$ cat src/hdl/acc_pkg.sv
// Functional notes
// - selections act only while converter enabled
// - result right-justified, or left when selected
// - low byte read freezes both result bytes
// - high byte read releases the freeze
// - done flag sets even for discarded results
// - start bit begins conversion, reads busy
// - channel change waits for running conversion
// - trigger rising edge resets prescaler, starts
// - held or mid-conversion trigger edges ignored
// - trigger flag must fall before retriggering
// - own done flag source means free running
// - start bit works with auto trigger on
// - prescaler runs while enabled, else reset
// - single start waits next converter rising edge
// - conversion 13 cycles, first one 25
// - sample-hold at 1.5, first at 13.5
// - completion stores result, sets flag, clears start
// - auto: sample at 2, length 13.5
// - free running restarts at once, start stays
// - channel field picks pin, ground, bandgap
// - selections latched at start, track last cycle
package acc_pkg;

    // register byte offsets on the wishbone slave
    localparam logic [7:0] ADR_CTRL_A   = 8'h00;
    localparam logic [7:0] ADR_CTRL_B   = 8'h04;
    localparam logic [7:0] ADR_CHSEL    = 8'h08;
    localparam logic [7:0] ADR_RES_LO   = 8'h0C;
    localparam logic [7:0] ADR_RES_HI   = 8'h10;
    localparam logic [7:0] ADR_PWR      = 8'h14;

    // converter_control_status_a fields
    localparam int BIT_ENABLE = 7;
    localparam int BIT_START  = 6;
    localparam int BIT_AUTO   = 5;
    localparam int BIT_DONE   = 4;
    localparam int PS_LSB     = 0;
    localparam int PS_W       = 3;
    // converter_control_status_b fields
    localparam int TS_LSB     = 0;
    localparam int TS_W       = 3;
    // channel_reference_select_reg fields
    localparam int REF_LSB    = 6;
    localparam int REF_W      = 2;
    localparam int BIT_LADJ   = 5;
    localparam int CH_LSB     = 0;
    localparam int CH_W       = 4;
    // power register field
    localparam int BIT_PWRRED = 0;

    // reset values
    localparam logic [7:0] RST_CTRL_A = 8'h00;
    localparam logic [7:0] RST_CTRL_B = 8'h00;
    localparam logic [7:0] RST_CHSEL  = 8'h00;
    localparam logic       RST_PWRRED = 1'b0;

    // trigger select code that means free running
    localparam logic [TS_W-1:0] TS_FREE_RUN = 3'h0;

    // timing in converter clock half cycles
    localparam logic [5:0] SH_NORM_H    = 6'h03;
    localparam logic [5:0] DONE_NORM_H  = 6'h1A;
    localparam logic [5:0] SH_FIRST_H   = 6'h1B;
    localparam logic [5:0] DONE_FIRST_H = 6'h32;
    localparam logic [5:0] SH_AUTO_H    = 6'h04;
    localparam logic [5:0] DONE_AUTO_H  = 6'h1B;
    // cpu cycles spent synchronising a trigger
    localparam int TRIG_SYNC_CYC = 3;

    typedef struct packed {
        logic [5:0] sh;
        logic [5:0] done;
    } acc_lim_t;

    typedef struct packed {
        logic             analog_en;
        logic             sample_hold;
        logic             busy;
        logic [REF_W-1:0] ref_sel;
        logic [CH_W-1:0]  chan;
    } acc_core_t;

    // first conversion wins over auto-trigger timing
    function automatic acc_lim_t conv_limits(input logic first,
                                             input logic auto_trig);
        acc_lim_t l;
        if (first) begin
            l.sh   = SH_FIRST_H;
            l.done = DONE_FIRST_H;
        end else if (auto_trig) begin
            l.sh   = SH_AUTO_H;
            l.done = DONE_AUTO_H;
        end else begin
            l.sh   = SH_NORM_H;
            l.done = DONE_NORM_H;
        end
        return l;
    endfunction

endpackage

$ cat src/hdl/acc_ctrl.sv
// conversion sequencer with wishbone register slave
//
// The implementer's own choices: the register addresses and the Wishbone interface to the registers.
module acc_ctrl
    import acc_pkg::*;
#(
    parameter int RES_W    = 10,
    parameter int SYNC_CYC = TRIG_SYNC_CYC
) (
    // clock, reset, clock enable
    input  wire logic             clk_i,
    input  wire logic             rst_i,
    input  wire logic             ce_i,
    // wishbone slave
    input  wire logic             wb_cyc_i,
    input  wire logic             wb_stb_i,
    input  wire logic             wb_we_i,
    input  wire logic [7:0]       wb_adr_i,
    input  wire logic [31:0]      wb_dat_i,
    input  wire logic [3:0]       wb_sel_i,
    output logic      [31:0]      wb_dat_o,
    output logic                  wb_ack_o,
    // auto-trigger sources, same clock
    input  wire logic [6:0]       trig_src_i,
    // analog core
    input  wire logic [RES_W-1:0] core_result_i,
    output acc_core_t             core_o
);

    if (RES_W < 9 || RES_W > 16) begin : g_bad_res
        $error("result width must be 9 to 16");
    end
    if (SYNC_CYC < 1 || SYNC_CYC > 7) begin : g_bad_sync
        $error("trigger sync cycles must be 1 to 7");
    end

    typedef enum logic [3:0] {
        S_IDLE = 4'b0001,
        S_WAIT = 4'b0010,
        S_SYNC = 4'b0100,
        S_CONV = 4'b1000
    } acc_state_t;

    localparam logic [2:0] SYNC_LAST = 3'(SYNC_CYC - 1);

    // divide factor: codes 0 and 1 both give 2
    function automatic logic [7:0] presc_div(input logic [PS_W-1:0] ps);
        presc_div = (ps == 3'h0) ? 8'h02 : (8'h01 << ps);
    endfunction

    // software registers
    logic                  en_r;
    logic                  auto_r;
    logic [PS_W-1:0]       ps_r;
    logic [TS_W-1:0]       ts_r;
    logic [REF_W-1:0]      ref_r;
    logic                  ladj_r;
    logic [CH_W-1:0]       ch_r;
    logic                  pwr_red_r;
    // internal state
    acc_state_t            state_r;
    logic [5:0]            hc_r;
    logic [2:0]            sync_r;
    logic                  kind_auto_r;
    logic                  first_r;
    logic                  en_prev_r;
    logic [7:0]            presc_r;
    logic                  flag_r;
    logic                  lock_r;
    logic [15:0]           res_r;
    logic [REF_W-1:0]      ref_buf_r;
    logic [CH_W-1:0]       ch_buf_r;
    logic                  trig_cur_r;
    logic                  trig_prev_r;
    logic [RES_W-1:0]      core_meta_r;
    logic [RES_W-1:0]      core_res_r;
    logic                  ack_r;
    logic [31:0]           dat_r;
    logic                  sh_r;

    logic                  en_eff;
    logic [7:0]            div;
    logic                  rise_t;
    logic                  fall_t;
    logic                  half_t;
    acc_lim_t              lim;
    logic [5:0]            hc_inc;
    logic                  done_p;
    logic                  sh_p;
    logic                  last_cyc;
    logic                  free_run;
    logic                  sync_go;
    logic                  trig_sel;
    logic                  trig_edge;
    logic                  trig_ok;
    logic                  busy;
    logic                  bus_req;
    logic                  wr;
    logic                  rd;
    logic                  start_wr;
    logic [15:0]           res_adj;
    logic [31:0]           rd_mux;

    // power gate
    // power reduction overrides the enable bit
    assign en_eff   = en_r & ~pwr_red_r;
    assign div      = presc_div(ps_r);
    assign rise_t   = en_eff && (presc_r == div - 8'h01);
    assign fall_t   = en_eff && (presc_r == (div >> 1) - 8'h01);
    assign half_t   = rise_t | fall_t;
    assign lim      = conv_limits(first_r, kind_auto_r);
    assign hc_inc   = hc_r + 6'h01;
    assign busy     = (state_r != S_IDLE);
    assign free_run = auto_r && (ts_r == TS_FREE_RUN);
    assign sync_go  = ce_i && en_eff && (state_r == S_SYNC)
                      && (sync_r == SYNC_LAST);
    assign done_p   = ce_i && en_eff && (state_r == S_CONV) && half_t
                      && (hc_inc == lim.done);
    assign sh_p     = ce_i && en_eff && (state_r == S_CONV) && half_t
                      && (hc_inc == lim.sh);
    assign last_cyc = (hc_r + 6'h02 >= lim.done);

    // wishbone decode; side effects only on the accepted cycle
    assign bus_req  = wb_cyc_i & wb_stb_i & ~ack_r & ce_i;
    assign wr       = bus_req & wb_we_i & wb_sel_i[0];
    assign rd       = bus_req & ~wb_we_i;
    // start may arrive in the same write that sets enable
    assign start_wr = wr && (wb_adr_i == ADR_CTRL_A)
                      && wb_dat_i[BIT_START] && wb_dat_i[BIT_ENABLE]
                      && !pwr_red_r;

    // trigger sampling
    // source 0 is the own flag; handled as free running
    assign trig_sel  = (ts_r == TS_FREE_RUN) ? 1'b0
                                              : trig_src_i[ts_r - 3'h1];
    assign trig_edge = trig_cur_r & ~trig_prev_r;
    assign trig_ok   = auto_r && trig_edge && !busy;

    always_ff @(posedge clk_i) begin
        if (rst_i) begin
            trig_cur_r  <= 1'b0;
            trig_prev_r <= 1'b0;
        end else if (ce_i) begin
            trig_cur_r  <= trig_sel;
            trig_prev_r <= trig_cur_r;
        end
    end

    // analog result crosses in through two flops
    always_ff @(posedge clk_i) begin
        if (rst_i) begin
            core_meta_r <= '0;
            core_res_r  <= '0;
        end else if (ce_i) begin
            core_meta_r <= core_result_i;
            core_res_r  <= core_meta_r;
        end
    end

    // software control registers
    always_ff @(posedge clk_i) begin
        if (rst_i) begin
            en_r      <= RST_CTRL_A[BIT_ENABLE];
            auto_r    <= RST_CTRL_A[BIT_AUTO];
            ps_r      <= RST_CTRL_A[PS_LSB +: PS_W];
            ts_r      <= RST_CTRL_B[TS_LSB +: TS_W];
            ref_r     <= RST_CHSEL[REF_LSB +: REF_W];
            ladj_r    <= RST_CHSEL[BIT_LADJ];
            ch_r      <= RST_CHSEL[CH_LSB +: CH_W];
            pwr_red_r <= RST_PWRRED;
        end else if (wr) begin
            case (wb_adr_i)
                ADR_CTRL_A: begin
                    en_r   <= wb_dat_i[BIT_ENABLE];
                    auto_r <= wb_dat_i[BIT_AUTO];
                    ps_r   <= wb_dat_i[PS_LSB +: PS_W];
                end
                ADR_CTRL_B: ts_r <= wb_dat_i[TS_LSB +: TS_W];
                ADR_CHSEL: begin
                    ref_r  <= wb_dat_i[REF_LSB +: REF_W];
                    ladj_r <= wb_dat_i[BIT_LADJ];
                    ch_r   <= wb_dat_i[CH_LSB +: CH_W];
                end
                ADR_PWR: pwr_red_r <= wb_dat_i[BIT_PWRRED];
                default: ;
            endcase
        end
    end

    // trigger restarts prescaler for fixed latency
    always_ff @(posedge clk_i) begin
        if (rst_i) begin
            presc_r <= 8'h00;
        end else if (ce_i) begin
            if (!en_eff || sync_go || rise_t) begin
                presc_r <= 8'h00;
            end else begin
                presc_r <= presc_r + 8'h01;
            end
        end
    end

    // first conversion after enable gets the long timing
    always_ff @(posedge clk_i) begin
        if (rst_i) begin
            en_prev_r <= 1'b0;
            first_r   <= 1'b0;
        end else if (ce_i) begin
            en_prev_r <= en_eff;
            if (en_eff && !en_prev_r) begin
                first_r <= 1'b1;
            end else if (done_p) begin
                first_r <= 1'b0;
            end
        end
    end

    // conversion sequencer; dropping enable aborts
    always_ff @(posedge clk_i) begin
        if (rst_i) begin
            state_r     <= S_IDLE;
            hc_r        <= 6'h00;
            sync_r      <= 3'h0;
            kind_auto_r <= 1'b0;
        end else if (ce_i) begin
            if (!en_eff && !start_wr) begin
                state_r <= S_IDLE;
            end else begin
                case (state_r)
                    S_IDLE: begin
                        if (start_wr) begin
                            state_r <= S_WAIT;
                        end else if (trig_ok) begin
                            state_r <= S_SYNC;
                            sync_r  <= 3'h0;
                        end
                    end
                    S_WAIT: begin
                        if (rise_t) begin
                            state_r     <= S_CONV;
                            hc_r        <= 6'h00;
                            kind_auto_r <= 1'b0;
                        end
                    end
                    S_SYNC: begin
                        if (sync_r == SYNC_LAST) begin
                            state_r     <= S_CONV;
                            hc_r        <= 6'h00;
                            kind_auto_r <= 1'b1;
                        end else begin
                            sync_r <= sync_r + 3'h1;
                        end
                    end
                    S_CONV: begin
                        if (half_t) begin
                            if (hc_inc == lim.done) begin
                                if (free_run) begin
                                    hc_r        <= 6'h00;
                                    kind_auto_r <= 1'b0;
                                end else begin
                                    state_r <= S_IDLE;
                                end
                            end else begin
                                hc_r <= hc_inc;
                            end
                        end
                    end
                    default: state_r <= S_IDLE;
                endcase
            end
        end
    end

    // selection buffer
    // locks while converting so the sampled input stays put
    always_ff @(posedge clk_i) begin
        if (rst_i) begin
            ref_buf_r <= '0;
            ch_buf_r  <= '0;
        end else if (ce_i && (state_r != S_CONV || last_cyc)) begin
            ref_buf_r <= ref_r;
            ch_buf_r  <= ch_r;
        end
    end

    // done flag
    // set beats a same-cycle write-one clear
    always_ff @(posedge clk_i) begin
        if (rst_i) begin
            flag_r <= 1'b0;
        end else if (done_p) begin
            flag_r <= 1'b1;
        end else if (wr && wb_adr_i == ADR_CTRL_A
                     && wb_dat_i[BIT_DONE]) begin
            flag_r <= 1'b0;
        end
    end

    assign res_adj = ladj_r ? {core_res_r, (16 - RES_W)'(0)}
                            : {(16 - RES_W)'(0), core_res_r};

    always_ff @(posedge clk_i) begin
        if (rst_i) begin
            lock_r <= 1'b0;
            res_r  <= 16'h0000;
        end else if (ce_i) begin
            if (rd && wb_adr_i == ADR_RES_LO) begin
                lock_r <= 1'b1;
            end else if (rd && wb_adr_i == ADR_RES_HI) begin
                lock_r <= 1'b0;
            end
            if (done_p && !lock_r) begin
                res_r <= res_adj;
            end
        end
    end

    // readback; unmapped addresses read zero and still ack
    always_comb begin
        rd_mux = 32'h0000_0000;
        case (wb_adr_i)
            ADR_CTRL_A: begin
                rd_mux[BIT_ENABLE]       = en_r;
                rd_mux[BIT_START]        = busy;
                rd_mux[BIT_AUTO]         = auto_r;
                rd_mux[BIT_DONE]         = flag_r;
                rd_mux[PS_LSB +: PS_W]   = ps_r;
            end
            ADR_CTRL_B: rd_mux[TS_LSB +: TS_W] = ts_r;
            ADR_CHSEL: begin
                rd_mux[REF_LSB +: REF_W] = ref_r;
                rd_mux[BIT_LADJ]         = ladj_r;
                rd_mux[CH_LSB +: CH_W]   = ch_r;
            end
            ADR_RES_LO: rd_mux[7:0]      = res_r[7:0];
            ADR_RES_HI: rd_mux[7:0]      = res_r[15:8];
            ADR_PWR:    rd_mux[BIT_PWRRED] = pwr_red_r;
            default:    rd_mux = 32'h0000_0000;
        endcase
    end

    always_ff @(posedge clk_i) begin
        if (rst_i) begin
            ack_r <= 1'b0;
            dat_r <= 32'h0000_0000;
        end else if (ce_i) begin
            ack_r <= bus_req;
            if (rd) begin
                dat_r <= rd_mux;
            end
        end
    end

    assign wb_ack_o = ack_r;
    assign wb_dat_o = dat_r;

    always_ff @(posedge clk_i) begin
        if (rst_i) begin
            sh_r <= 1'b0;
        end else if (ce_i) begin
            sh_r <= sh_p;
        end
    end

    // core drive
    // selections reach the core only while enabled
    always_comb begin
        core_o.analog_en   = en_eff;
        core_o.sample_hold = sh_r;
        core_o.busy        = busy;
        core_o.ref_sel     = en_eff ? ref_buf_r : '0;
        core_o.chan        = en_eff ? ch_buf_r : '0;
    end

    // checks
    a_flag_on_done: assert property (
        @(posedge clk_i) disable iff (rst_i)
        done_p |=> flag_r)
        else $error("done flag not set at completion");

    a_start_clears: assert property (
        @(posedge clk_i) disable iff (rst_i)
        done_p && !free_run |=> !busy && !core_o.busy)
        else $error("start bit not cleared at completion");

    a_free_restart: assert property (
        @(posedge clk_i) disable iff (rst_i)
        done_p && free_run |=> state_r == S_CONV && hc_r == 6'h00)
        else $error("free running did not restart");

    a_lock_holds: assert property (
        @(posedge clk_i) disable iff (rst_i)
        done_p && lock_r |=> $stable(res_r))
        else $error("locked result was overwritten");

    a_unlock_read: assert property (
        @(posedge clk_i) disable iff (rst_i)
        rd && wb_adr_i == ADR_RES_HI |=> !lock_r)
        else $error("high byte read did not unlock");

    a_len_normal: assert property (
        @(posedge clk_i) disable iff (rst_i)
        done_p && !first_r && !kind_auto_r |-> hc_r == 6'h19)
        else $error("normal conversion not 13 cycles");

    a_len_first: assert property (
        @(posedge clk_i) disable iff (rst_i)
        done_p && first_r |-> hc_r == 6'h31)
        else $error("first conversion not 25 cycles");

    a_sh_auto: assert property (
        @(posedge clk_i) disable iff (rst_i)
        sh_p && kind_auto_r && !first_r |-> hc_r == 6'h03)
        else $error("auto sample not at 2 cycles");

    a_presc_reset: assert property (
        @(posedge clk_i) disable iff (rst_i)
        ce_i && !en_eff && !start_wr
        |=> presc_r == 8'h00 && state_r == S_IDLE)
        else $error("prescaler runs while disabled");

    a_chan_locked: assert property (
        @(posedge clk_i) disable iff (rst_i)
        state_r == S_CONV && !last_cyc && $stable(state_r)
        && !$past(last_cyc)
        |-> $stable(ch_buf_r))
        else $error("channel changed mid conversion");

    a_edge_ignored: assert property (
        @(posedge clk_i) disable iff (rst_i)
        ce_i && state_r == S_CONV && trig_edge && !done_p
        |=> state_r == S_CONV)
        else $error("trigger edge disturbed a conversion");

endmodule

$ cat config.mk
export PLATFORM = sky130hd
export DESIGN_NAME = acc_ctrl
export DESIGN_NICKNAME = d
export VERILOG_FILES = /design/src/hdl/acc_pkg.sv /design/src/hdl/acc_ctrl.sv
export SDC_FILE = /design/constraint.sdc
export NUM_CORES = 1
export LEC_CHECK = 0
export ABC_AREA = 1
export BUFFER_PORTS_ARGS = -buffer_cell sky130_fd_sc_hd__buf_2
export CAP_MARGIN = 0
export CORE_ASPECT_RATIO = 0.75
export CORE_MARGIN = 3
export CORE_UTILIZATION = 51
export CTS_BUF_LIST = sky130_fd_sc_hd__clkbuf_4
export DETAILED_ROUTE_END_ITERATION = 7
export HOLD_SLACK_MARGIN = 0.02
export PLACE_DENSITY = 0.84
export RECOVER_POWER = 25
export SLEW_MARGIN = 5
export SYNTH_ARGS = -nofsm -noshare
export SYNTH_HDL_FRONTEND = slang
export SYNTH_SLANG_ARGS = --single-unit
$ cat constraint.sdc
create_clock -name clk_i -period 3.5 [get_ports clk_i]
set_input_delay 0.7 -clock clk_i [delete_from_list [all_inputs] [get_ports clk_i]]
set_output_delay 0.7 -clock clk_i [all_outputs]
set_load 0.02 [all_outputs]
Yosys cells after proc, flatten, opt, wreduce, memory -nomap -nowiden
Index checks and enable logic that the tools add are counted. Widths: inputs -> output; s select.

Output and inout port bits: 42. Input bits: 67. Bits in registers: 96.

Eq/ne operators: 31. Bitwise gates (word level): 14. Shifts and indexed selects: 1. Reductions and logical operators: 52. Add/sub/neg operators: 7. $lt $le $gt $ge: 2. Multiplexer cells: 46.

Operators with widths (number): $mux 4 (9); $mux 6 (5); $logic_and 1x1->1 (23); $pmux 6 s3 (1); $eq 8x4->1 const B (2); $eq 8x5->1 const B (2); $eq 8x8->1 (2); $mux 16 (1); $mux 8 (2); $pmux 4 s4 (1); $reduce_and 2->1 (8); $reduce_and 7->1 (2); $mux 1 (13); $eq 6x6->1 (2); $ne 2x2->1 const B (6); $pmux 3 s4 (1); $mux 11 (1); $pmux 2 s5 (1); $mux 3 (3); $mux 9 (1); $pmux 1 s3 (3); $add 8x1->8 const B (1); $and 1x1->1 (8); $eq 8x3->1 const B (1); other kinds (34) (54).

Logic depth before layout (Yosys ltp)
Depth after elaboration: 13. Depth in mapped cells: 19.

Worst setup path before layout
Ideal clock, no wire load.

Path type: register -> register. Start: register ps_r[2]. End: register res_r[10]. Library setup time: 0.138 ns. Arrival time: 1.946 ns. Buffers on the path: 2. Slack: 1.416 ns. Cell stages (with the launch flop): 17. Cell sequence: dfxtp_1 buf_6 nor2_1 nand2_1 ha_1 inv_1 nand2_1 nand2_1 nor2_1 nand3b_1 nor2_1 nand2_2 nand2_1 nand4_4 buf_4 a21oi_1 nor3_2.

Word-level cells in the longest chain between the ends: 10. Elaborated cells on any way between the ends: 14.

RTL lines: from (decl) (RTL line acc_ctrl.sv:54) `logic [PS_W-1:0] ps_r;`; from (signal assigned) (RTL line acc_ctrl.sv:165) `ps_r <= RST_CTRL_A[PS_LSB +: PS_W];`; from (signal assigned) (RTL line acc_ctrl.sv:176) `ps_r <= wb_dat_i[PS_LSB +: PS_W];`; $logic_not 3->1 / $shl 1x3->8 (equally long branches) (RTL line acc_ctrl.sv:48) `presc_div = (ps == 3'h0) ? 8'h02 : (8'h01 << ps);`; $mux 8 * (RTL line acc_ctrl.sv:48); $sub 8x1->8 / $sub 7x1->8 (equally long branches) (RTL line acc_ctrl.sv:108, acc_ctrl.sv:109); $eq 8x8->1 (on tied branches) (RTL line acc_ctrl.sv:108, acc_ctrl.sv:109); $logic_and 1x1->1 (on tied branches) (RTL line acc_ctrl.sv:108, acc_ctrl.sv:109); $or 1x1->1 * (RTL line acc_ctrl.sv:110) `assign half_t = rise_t | fall_t;`; $logic_and 1x1->1 * (RTL line acc_ctrl.sv:117) `assign done_p = ce_i && en_eff && (state_r == S_CONV) && half_t`; $logic_and 1x1->1 * (RTL line acc_ctrl.sv:118) `&& (hc_inc == lim.done);`; $logic_and 1x1->1 * (RTL line acc_ctrl.sv:312) `if (done_p && !lock_r) begin`; $reduce_and 2->1 (no source line) *; to (signal assigned) (RTL line acc_ctrl.sv:313) `res_r <= res_adj;`; to (decl) (RTL line acc_ctrl.sv:70) `logic [15:0] res_r;`.

Every way passes the cells marked *; elsewhere a longest branch is shown, timed or not. A chain may end at the register's enable or synchronous reset.

Worst setup path after layout
Start: register ps_r[1]. End: register res_r[13].

The elaborated chain is that of the path after synthesis.

==> impl_metrics.yaml <==
global_routing:
  antenna_found_initial: 0
  grt_usage: 0.233
  grt_max_degree: 34
  grt_remaining_overflow: 0
  grt_pass1_vias: 4593
  grt_pass1_wl_mm: 22.8
route:
  drtPass1Iterations: 6
  route.detailed.drc: 0
  wire_per_inst_um: 13.7
  drt_iter0_markers: 661
  viasPerCell: 5.32
  num_vias: 5278
  routed_wl_mm: 13.6
  ant_nets: 0
cts:
  numClockSinks: 96
  clk_pin_slew_ns: 0.15
  clk_path_buf_depth: 2
  post_cts.repair.setup_buffers: 0
  postCtsHoldBufs: 0
  cts_tree: "built"
  clk_latency_ns: 0.46
  htree_levels: 3
  cts-resized-gates: 0
  cts-root-buf: "clkbuf_4"
  cts_made_buffers: 9
power_and_ir_drop:
  p_per_area_nw_per_um2: 321
  irDropWorstVdd_v: 0.000231
  p_leak_nw: 2.61
setup_path:
  ff2ff_setup_slack_ns: 0.78
  worstSetupEndpoint: "res_r[13]$_SDFFE_PP0P_"
  r2r_start: "ps_r[1]$_SDFFE_PP0N_"
  cp_max_fo: 32
  required_ns: 3.86
  worstReg2RegEnd: "res_r[13]$_SDFFE_PP0P_"
  cp.arrival_ns: 3.08
  startpoint_type: "flip-flop"
  worst-path-buf-inv: 1
  cp_cell_sequence: "nand2_1 -> ha_1 -> inv_1 -> nand3_1 -> nand2_1 -> nand2_1 -> nand2_1 -> nand2_1 -> nor2_1 -> nand2_2 -> nand2_1 -> nand4_4 -> a21oi_1 -> nor3_2"
  path_depth: 14
  crit_path_frequent_cell: "nand2_1"
  setup.worst_path.end_class: "flip-flop"
  slowest_stage: "dfxtp_1"
  ff2ff_path_depth: 14
  worstSetupPathType: "reg -> reg"
  crit_start: "ps_r[1]$_SDFFE_PP0N_"
  worst_path_dominant_cell_family: "simple AND/OR/NAND/NOR gates"
  max_stage_delay_ns: 0.65
synth:
  synthTopCellsByCount: "144 x nand2_1, 115 x nor2_1, 107 x inv_1, 96 x dfxtp_1, 66 x o21ai_0"
  ys_ff_latch: 96
  netlist_instances: 810
  synthArstFlopShare: 0
  synth_top_cell_by_area: "dfxtp_1"
  ys.flop_type: "dfxtp_1"
  synth-edff-count: 0
  ys_warn_count: 0
  ys_types: 50
  synth.most_common_cell: "nand2_1"
  synthTopCellsByArea: "dfxtp_1 35%, nand2_1 9.8%, nor2_1 7.8%"
  ys_seq_area_frac: 0.347
  syn_area_um2: 5540
  avgSynthCellArea_um2: 6.83
  yosysTopAreaCellShare: 0.347
place:
  dp_hpwl_mm: 10.2
  dpl-instance-area_um2: 5770
  port-buffer-count: 57
  gp_congestion: 0.934
flow_run:
  cap_viol_max_count: 0
worst_hold_path:
  min_path_type: "in -> reg"
finish:
  nets: 930
  diodes: 0
  syn_to_final_growth_pct: 6.40
  final_util: 0.564
  drive_above_1_share: 0.139
  post-route-cell-area_um2: 5890
die:
  core-area_um2: 10500
  rows: 32
  start_util: 0.530
  die_w_um: 126
  die_area_um2: 12200
  die_h_um: 96.2
  ios: 109
sta:
  setup_tns_ns: 0
  clock_skew_ns: 0.0176
  setup_viol: 0
  post-route-min-period_ns: 2.72
  max_slew_margin: 0.145
  fmax_mhz: 367
  fin_crit_sh: 0.779
  drv_slew: 0
  finalHoldViolations: 0
  tightest_slew_ns: 1.28
  rsz0062_at_grt: "false"
  hold_slack_ns: 0.463
run_status:
  status: "finished, final reports clean"
## worst min path at each step
stage | from | to | cells past startpoint
floorplan | ch_buf_r[0]$_SDFFE_PP0P_ | ch_buf_r[0]$_SDFFE_PP0P_ | 2
global placement | ch_buf_r[2]$_SDFFE_PP0P_ | ch_buf_r[2]$_SDFFE_PP0P_ | 2
detailed placement | ch_buf_r[0]$_SDFFE_PP0P_ | ch_buf_r[0]$_SDFFE_PP0P_ | 2
CTS | core_result_i[4] | core_meta_r[4]$_SDFFE_PP0P_ | 3
global route | core_result_i[7] | core_meta_r[7]$_SDFFE_PP0P_ | 3
finish | core_result_i[4] | core_meta_r[4]$_SDFFE_PP0P_ | 3
## per-stage QoR
step	instances	setup WS [ns]	total power (W)
after floorplan	833	1.42	0.00128
after global placement	977	0.828	0.00132
after detailed placement	977	0.833	0.00132
after CTS	993	0.805	0.00190
after global routing	993	0.481	0.00197
final	993	0.775	0.00189
## layout by cell type, fill, tap and decap left out, types with 3 or more instances in the layout
cell type	n
a211oi_2	4
a21oi_1	55
a31oi_1	3
buf_2	56
buf_4	5
clkbuf_4	9
clkinv_1	4
conb_1	24
dfxtp_1	96
ha_1	11
inv_1	107
inv_2	5
nand2_1	144
nand2_2	9
nand3_1	47
nand3_2	3
nand4_1	20
nor2_1	117
nor3_1	8
nor3_2	11
o21ai_0	66
o22ai_1	6
xnor2_1	3
xor2_1	7
## tightest hold or removal path: cells and delay by family
family                 cells  cell delay [ns]
AND/OR/NAND/NOR            2             0.11
buffers and inverters      1             0.07
## final cells by class
class                      count  area, um^2
clock buffer                   9        67.6
clock inverter                 7        62.6
fill                        1032        4560
inverter                     114         433
multi-input combinational    568        2910
sequential                    96        1920
tap                          136         170
timing repair buffer          63         325
## sequential cells by signal, indices dropped and copies added (netlist names), 2 cells and up
register     count
ps_r             3
presc_r          8
wb_dat_o         8
res_r           16
ch_buf_r         4
ref_buf_r        2
hc_r             6
core_res_r      10
ts_r             3
state_r          4
ch_r             4
core_meta_r     10
sync_r           3
ref_r            2
## logic make-up (layout without fill, tap and decap cells)
logic type,Yosys count,in the layout,synth area share
AND/OR/NAND/NOR,377,377,0.324
buffers and inverters,169,193,0.141
AO/OA/AOI/OAI,146,146,0.146
flip-flops,96,96,0.347
adder cells (fa/ha/maj),11,11,0.0249
XOR/XNOR,10,10,0.0158
other,1,24,0.000677
## routing by layer
metal,GRT usage,part of all wire
met4,0.0652,0.017
met5,0,0
met3,0.0433,0.10
met2,0.336,0.40
met1,0.352,0.49
## where the power goes
group	switching, W	total, W	leakage (nW)	internal [W]
Combinational	0.000117	0.000165	1.76	0.0000481
Sequential	0.0000157	0.00113	0.780	0.00112
Clock	0.000380	0.000591	0.0684	0.000211
Total	0.000512	0.00189	2.61	0.00138
(Power assumes the default switching activity.)
